### config.mk
export PLATFORM = sky130hd
export DESIGN_NAME = pps_port_ctrl
export DESIGN_NICKNAME = d
export VERILOG_FILES = /design/src/pkg/pps_pkg.sv /design/src/hdl/pps_pin_cell.sv /design/src/hdl/pps_port_ctrl.sv
export SDC_FILE = /design/constraint.sdc
export NUM_CORES = 1
export LEC_CHECK = 0
export BUFFER_PORTS_ARGS = -buffer_cell sky130_fd_sc_hd__buf_2
export CORE_MARGIN = 4
export CORE_UTILIZATION = 25
export CTS_CLUSTER_DIAMETER = 40
export DETAILED_ROUTE_END_ITERATION = 12
export MAX_ROUTING_LAYER = met4
export PLACE_DENSITY = 0.48
export SYNTH_ARGS = -nofsm -noshare
export SYNTH_HDL_FRONTEND = slang
export SYNTH_SLANG_ARGS = --single-unit
### constraint.sdc
create_clock -name clk -period 2 [get_ports clk]
set_clock_uncertainty 0.2 [all_clocks]
set_input_delay 0.1 -clock clk [delete_from_list [all_inputs] [get_ports clk]]
set_output_delay 0.1 -clock clk [all_outputs]
set_load 0.01 [all_outputs]
### src/pkg/pps_pkg.sv
// Shared constants and types for the port pin state controller
package pps_pkg;

  // Operating state of the chip as seen by the pins
  typedef enum logic [1:0] {
    PM_NORMAL,
    PM_SLEEP,
    PM_SWSTBY,
    PM_HWSTBY
  } pps_mode_t;

  // Chip operating modes as strapped
  localparam logic [1:0] MCU_EXP_NOROM = 2'h1;
  localparam logic [1:0] MCU_EXP_ROM   = 2'h2;
  localparam logic [1:0] MCU_SINGLE    = 2'h3;

  // Pin counts
  localparam int ADDR_PINS = 16;
  localparam int GP_PINS   = 8;

  // Pin levels
  localparam logic LVL_LOW  = 1'h0;
  localparam logic LVL_HIGH = 1'h1;

endpackage : pps_pkg

### src/hdl/pps_pin_cell.sv
// One port pin: direction, level and pull-up per operating state
`timescale 1ns/1ns
module pps_pin_cell #(
  parameter bit IS_ADDR = 1'b0
) (
  // Clock and reset
  input  wire logic              clk,
  input  wire logic              nrst,
  // Operating state taking effect at the next edge
  input  wire pps_pkg::pps_mode_t mode_next,
  input  wire logic [1:0]        mcu_mode,
  // Port control bits
  input  wire logic              ddr,
  input  wire logic              port_output_level_bit,
  // Peripheral takeover
  input  wire logic              periph_en,
  input  wire logic              periph_out,
  input  wire logic              periph_oe,
  // Address bit for address pins
  input  wire logic              addr_bit,
  // Pin drive
  output logic                   pin_out,
  output logic                   pin_oe,
  output logic                   pin_pullup
);

  logic out_reg;
  logic out_next;
  logic oe_reg;
  logic oe_next;
  logic pu_reg;
  logic pu_next;

  always_comb
  begin
    out_next = out_reg;
    oe_next  = oe_reg;
    unique case (mode_next)
      pps_pkg::PM_HWSTBY:
      begin
        out_next = pps_pkg::LVL_LOW;
        oe_next  = 1'b0;
      end
      pps_pkg::PM_SWSTBY:
      begin
        if (IS_ADDR && mcu_mode == pps_pkg::MCU_EXP_NOROM)
        begin
          out_next = pps_pkg::LVL_LOW;
          oe_next  = 1'b1;
        end
        else if (IS_ADDR && mcu_mode == pps_pkg::MCU_EXP_ROM)
        begin
          if (ddr)
          begin
            out_next = pps_pkg::LVL_LOW;
            oe_next  = 1'b1;
          end
        end
        else if (!IS_ADDR)
        begin
          out_next = port_output_level_bit;
          oe_next  = ddr;
        end
      end
      pps_pkg::PM_SLEEP:
      begin
        out_next = out_reg;
        oe_next  = oe_reg;
      end
      pps_pkg::PM_NORMAL:
      begin
        if (IS_ADDR && mcu_mode == pps_pkg::MCU_EXP_NOROM)
        begin
          out_next = addr_bit;
          oe_next  = 1'b1;
        end
        else if (IS_ADDR && mcu_mode == pps_pkg::MCU_EXP_ROM)
        begin
          out_next = ddr & addr_bit;
          oe_next  = ddr;
        end
        else if (periph_en)
        begin
          out_next = periph_out;
          oe_next  = periph_oe;
        end
        else
        begin
          out_next = port_output_level_bit;
          oe_next  = ddr;
        end
      end
    endcase
    pu_next = (mode_next == pps_pkg::PM_SLEEP || mode_next == pps_pkg::PM_SWSTBY)
              && !oe_next && !ddr && port_output_level_bit;
  end

  // Reset floats the pin; address drive waits for the first normal cycle
  always_ff @(posedge clk)
  begin
    if (!nrst)
    begin
      out_reg <= pps_pkg::LVL_LOW;
      oe_reg  <= 1'b0;
      pu_reg  <= 1'b0;
    end
    else
    begin
      out_reg <= out_next;
      oe_reg  <= oe_next;
      pu_reg  <= pu_next;
    end
  end

  assign pin_out    = out_reg;
  assign pin_oe     = oe_reg;
  assign pin_pullup = pu_reg;

endmodule : pps_pin_cell

### src/hdl/pps_port_ctrl.sv
// Port pin state controller: operating state tracking and all pin drive
`timescale 1ns/1ns
// How it works
// - Hardware standby floats every pin, clock pin included, in every mode.
// - Single-chip software standby: clock pin high if direction 1, floating if 0.
// - Single-chip normal: clock pin outputs clock if direction 1, else input.
// - Held input pins float, pull-up on only when direction 0 and level 1.
// - Held output pins keep driving their level from before sleep; in software standby only address pins hold, single-chip or direction 0 in ROM mode.
// - Software standby drops peripherals; general pins follow direction and level bits.
// - General pins take direction from their bit unless a peripheral owns them.
module pps_port_ctrl #(
  parameter int ADDR_W = pps_pkg::ADDR_PINS,
  parameter int GP_W   = pps_pkg::GP_PINS
) (
  // Clock and reset
  input  wire logic                   clk,
  input  wire logic                   nrst,
  // Operating state requests and strap
  input  wire logic                   hw_standby,
  input  wire logic                   sw_standby,
  input  wire logic                   sleep_req,
  input  wire logic [1:0]             mcu_mode,
  // Port control bits, address pins low
  input  wire logic [ADDR_W+GP_W-1:0] ddr,
  input  wire logic [ADDR_W+GP_W-1:0] port_output_level_bit,
  input  wire logic [ADDR_W+GP_W-1:0] periph_en,
  input  wire logic [ADDR_W+GP_W-1:0] periph_out,
  input  wire logic [ADDR_W+GP_W-1:0] periph_oe,
  input  wire logic [ADDR_W-1:0]      addr_bus,
  // Port pins
  input  wire logic [ADDR_W+GP_W-1:0] pin_in,
  output logic      [ADDR_W+GP_W-1:0] pin_out,
  output logic      [ADDR_W+GP_W-1:0] pin_oe,
  output logic      [ADDR_W+GP_W-1:0] pin_pullup,
  output logic      [ADDR_W+GP_W-1:0] port_read,
  // Clock output pin
  input  wire logic                   clk_ddr,
  output logic                        clock_output_pin_o,
  output logic                        clock_output_pin_oe,
  // Current operating state
  output pps_pkg::pps_mode_t          mode_state
);

  localparam int NPIN = ADDR_W + GP_W;

  pps_pkg::pps_mode_t mode_reg;
  pps_pkg::pps_mode_t mode_next;
  logic               ck_sel_reg;
  logic               ck_sel_next;
  logic               ck_oe_reg;
  logic               ck_oe_next;
  logic [NPIN-1:0]    rd_reg;
  logic               live_reg;

  // Expanded modes always own the clock pin; only single-chip mode asks its direction bit
  function automatic logic clock_pin_on(logic [1:0] strap, logic dir);
    return (strap == pps_pkg::MCU_SINGLE) ? dir : 1'b1;
  endfunction : clock_pin_on

  // Standby outranks sleep so a late sleep request cannot hold pins driven
  always_comb
  begin
    if (hw_standby)
      mode_next = pps_pkg::PM_HWSTBY;
    else if (sw_standby)
      mode_next = pps_pkg::PM_SWSTBY;
    else if (sleep_req)
      mode_next = pps_pkg::PM_SLEEP;
    else
      mode_next = pps_pkg::PM_NORMAL;
  end

  always_comb
  begin
    ck_sel_next = 1'b0;
    ck_oe_next  = 1'b0;
    unique case (mode_next)
      pps_pkg::PM_HWSTBY:
      begin
        ck_sel_next = 1'b0;
        ck_oe_next  = 1'b0;
      end
      pps_pkg::PM_SWSTBY:
      begin
        ck_sel_next = 1'b0;
        ck_oe_next  = clock_pin_on(mcu_mode, clk_ddr);
      end
      pps_pkg::PM_SLEEP, pps_pkg::PM_NORMAL:
      begin
        ck_sel_next = clock_pin_on(mcu_mode, clk_ddr);
        ck_oe_next  = ck_sel_next;
      end
    endcase
  end

  // State and pins share one edge
  always_ff @(posedge clk)
  begin
    if (!nrst)
    begin
      mode_reg   <= pps_pkg::PM_NORMAL;
      ck_sel_reg <= 1'b0;
      ck_oe_reg  <= 1'b0;
      rd_reg     <= '0;
      live_reg   <= 1'b0;
    end
    else
    begin
      mode_reg   <= mode_next;
      ck_sel_reg <= ck_sel_next;
      ck_oe_reg  <= ck_oe_next;
      rd_reg     <= pin_in;
      live_reg   <= 1'b1;
    end
  end

  // Clock is passed through a mux; glitch-free only as far as the mux is
  assign clock_output_pin_o  = ck_sel_reg ? clk : pps_pkg::LVL_HIGH;
  assign clock_output_pin_oe = ck_oe_reg;
  assign port_read           = rd_reg;
  assign mode_state          = mode_reg;

  genvar gi;
  generate
    for (gi = 0; gi < NPIN; gi++)
    begin : g_pin
      pps_pin_cell #(
        .IS_ADDR (gi < ADDR_W)
      ) u_cell (
        .clk                   (clk),
        .nrst                  (nrst),
        .mode_next             (mode_next),
        .mcu_mode              (mcu_mode),
        .ddr                   (ddr[gi]),
        .port_output_level_bit (port_output_level_bit[gi]),
        .periph_en             (periph_en[gi]),
        .periph_out            (periph_out[gi]),
        .periph_oe             (periph_oe[gi]),
        .addr_bit              ((gi < ADDR_W) ? addr_bus[gi % ADDR_W] : 1'b0),
        .pin_out               (pin_out[gi]),
        .pin_oe                (pin_oe[gi]),
        .pin_pullup            (pin_pullup[gi])
      );
    end
  endgenerate
endmodule : pps_port_ctrl

# Word-level counts from Yosys, hierarchy flattened
# Cells that the tools add are included.
[totals]
reg_bits = 100
input_bits = 168
out_inout_bits = 100
elab_cells = 520
[classes]
eq_ne = 23
mux = 263
bitwise = 17
n_reduce_logical = 141
[ops]
columns = ["op", "n"]
rows = [
  ["1-bit 2-to-1 mux", 211],
  ["1-bit case mux with 4 select lines", 24],
  ["1-bit logical AND", 72],
  ["1-bit case mux with 3 select lines", 24],
  ["1-bit zero test", 48],
  ["3-bit by 2-bit inequality test with 1-bit output (second input constant)", 16],
  ["3-bit AND reduction", 16],
  ["1-bit bitwise AND", 16],
  ["2-bit equality test (second input constant)", 4],
  ["2-bit by 1-bit equality test with 1-bit output (second input constant)", 2],
  ["2-bit 2-to-1 mux", 2],
  ["1-bit case mux with 2 select lines", 2],
  ["2-bit OR reduction", 2],
  ["3-bit by 1-bit inequality test with 1-bit output (second input constant)", 1],
  ["3-bit OR reduction", 1],
  ["2-bit zero test", 1],
  ["1-bit logical OR", 1],
  ["1-bit NOT", 1],
]

# Longest topological paths before layout
[logic_depth]
word_depth = 9
depth_mapped = 10
depth_no_buf = 8

# Cells and area by module
# A second synthesis with hierarchy kept.
[unflattened]
hier_cells = 793
area_unflattened_um2 = 7073.0
[modules_own_cells]
columns = ["mod", "n_inst", "cells_each", "area_each_um2", "seq_area_each_um2"]
rows = [
  ["pps_pin_cell (g_pin[0].u_cell ...)", 16, 35, 286.5, 60.1],
  ["pps_pin_cell (g_pin[16].u_cell ...)", 8, 21, 209.0, 60.1],
  ["pps_port_ctrl", 1, 65, 817.0, 560.5],
]

==> metrics <==
predominant post-synthesis flop cell=dfxtp_1; cell area after synthesis=5390 µm²; Startpoint Class=input port; Final period util=98.5%; initial core utilization=25.5%; GRT Resource Usage Total=between 10% and 20%; Die H=155 µm; global placement routability congestion=0.783; Setup crit start=ddr[23]; worst reg2reg path endpoint=g_pin[23].u_cell.pin_oe$_SDFF_PN0_; Routed WL=21900 µm; VDD IR max=between 0.2 and 0.3 mV; clk_lat worst skew=0.46 ns; combinational share of power=a little under a quarter; io pins=about 270; HPWL Detailed=about 15000 µm; most common cell after layout, fill and taps aside=buf_2; max-cap viol count=0; Rows=53; CTS tree=done; commonest non-fill, non-tap cells in the layout=buf_2, dlygate4sd3_1, dfxtp_1; first-pass GRT wire length=33300 µm; Post-synth EDFFs=0; DRT Pass-1 Iters=4; minimum clock period after layout=approximately 2.0 ns; Worst Reg-to-Reg Cells=4; Peak Freq=about 510 MHz; Clock transition at path regs=0.07 ns; status=completed; Cells after Synth=660; sw frac=27.5%; Worst Setup End Kind=flip-flop; fin util=41.6%; post-synthesis sequential area ratio=between 30% and 40%; port bufs=around 270; Yosys cell types=37; cell taking the most area after synthesis=dfxtp_1; DRT iter0 DRCs=321; area grow syn2layout=62.9%; Core Area=21100 µm²; crit path max fanout=3; number of global-route vias before repair=6296; crit-path most repeated cell=dlygate4sd3_1; Avg Cell Area, Syn=slightly above 8 µm²; top cell type's share of synthesized area=37.2%; GRT overflow=0; fin. max-slew vios=0; pre-CTS setup slack=-0.0645 ns; normalized max-slew margin=around three quarters; Crit path largest cell delay=approximately 0.54 ns; type of the worst min-delay path=input port to flip-flop; nets=between 1000 and 1500; setup slack, reg-to-reg=0.20 ns; Vias/cell=4.64; CP required=2.16 ns; layout cell share with drive strength beyond 1=34.6%; worst setup slack after layout=0.0309 ns; synthesized flop and latch total=100; pin count of the biggest net entering global routing=34; Die ar.=roughly 24000 µm²; RR Startpoint=g_pin[23].u_cell.pin_oe$_SDFF_PN0_; placed cell count=between 1000 and 1500; Post-Syn Nets=832; Psw=1.46 mW; drt wl/cell=around 17 µm; Worst EP arrival=2.13 ns; sequential power share=39.4%; static leakage=4.10 nW; Crit Path Category=input port to flip-flop; Finished Layout Cells=roughly 1300; Yosys warning count=0; CP cell instances=dlygate4sd3_1, buf_2, mux2_2, a222oi_1, buf_4, dlygate4sd3_1, nor2_1; power density cells=604 nW/µm²; Worst Tran Pin Value=0.378 ns; Vias=6105; initial antenna violation count=1; Int Pwr=3.84 mW; Worst Setup EP=g_pin[23].u_cell.pin_oe$_SDFF_PN0_; Clk pwr share=37.2%; width of the die=155 µm; antenna-violating nets left=0; Final setup viols=0; Critical-path top delay cell=dlygate4sd3_1; synth top area cells=dfxtp_1, buf_4, a21oi_1; Post-synth ARST share=0%; Final Hold Fails=0; DRC violations left=0
[Yosys cell counts, types with 10 or more instances]
library cell    n
buf_2          15
and2_1         38
o21ai_0        16
a32o_1         12
nor2_1         47
a21oi_1        66
clkbuf_1       19
nand2_1        79
dfxtp_1       100
inv_1          17
mux2_2         16
nand3b_1       15
mux2i_1        16
nor2b_1        15
a22o_1         10
buf_4          73
nand3_1        28
o22ai_1        16
[critical path, delay by kind of cell]
kind / cells / cell delay, ns
buffers and inverters: 4 / 1.39
AO/OA/AOI/OAI: 1 / 0.35
multiplexers: 1 / 0.26
AND/OR/NAND/NOR: 1 / 0.04
[layer usage]
layer  global-route usage [%]  wire [µm]  share of wire [%]
met5                        -          0                  0
met4                     9.55        965                4.4
met3                     2.94       1310                6.0
met2                     29.8      10100                 46
met1                     21.9       9460                 43
[logic make-up (layout without fill, tap and decap cells)]
logic type,after synthesis,after routing,synth area share (%)
compound gates,151,151,18.4
flops,100,100,37.2
other cells,0,1,0
buf+inv,130,509,14.8
simple gates,243,243,22.4
mux,32,32,6.32
fa+ha+maj,4,4,0.929
[through the flow]
step           TNS [ns]  power [mW]  instance area [µm²]  hold WS [ns]
6_report              0        5.30                 8770       0.00891
5_1_grt         -0.0814        5.56                 8770        0.0411
4_1_cts               0        5.37                 8730       0.00144
3_5_place_dp     -0.320        3.10                 6740        0.0815
3_3_place_gp          0        3.10                 6740        0.0815
2_1_floorplan         0        2.66                 5400       -0.0233
[power groups by stage]
stage	Clock (mW)	Combinational (mW)	Sequential, mW
4_1_cts	2.05	1.23	2.09
6_report	1.97	1.24	2.09
5_1_grt	2.11	1.36	2.09
3_5_place_dp	0.0106	0.956	2.13
2_1_floorplan	0.00844	0.507	2.14
3_3_place_gp	0.0106	0.955	2.13
[timing repair]
item                       CTS  global route
resized for setup            0            11
setup endpoints to repair    0            18
buffers inserted             0             4
hold endpoints to repair    87             1
hold buffers               165             2
[worst min-delay path by stage]
stage,cells past startpoint,from,to,slack (ns)
2_1_floorplan,1,ddr[16],g_pin[16].u_cell.pin_pullup$_SDFF_PN0_,-0.02
3_3_place_gp,2,clk,clock_output_pin_o,0.08
3_5_place_dp,2,clk,clock_output_pin_o,0.08
4_1_cts,5,periph_oe[12],g_pin[12].u_cell.pin_pullup$_SDFF_PN0_,0.001
5_1_grt,5,periph_oe[7],g_pin[7].u_cell.pin_pullup$_SDFF_PN0_,0.04
6_report,5,periph_oe[12],g_pin[12].u_cell.pin_pullup$_SDFF_PN0_,0.009
[area by class of cell]
type                    count  area, µm²
fillers                  2129      12300
repair buffers            471       3360
multi-input cells         430       2650
flip-flops and latches    100       2000
well taps                 275        344
clock buffers              14        309
inverters                  18       67.6
clock inverters             6       40.0
diodes                      1       2.50
Note: power is estimated with default switching activity, not from simulation.
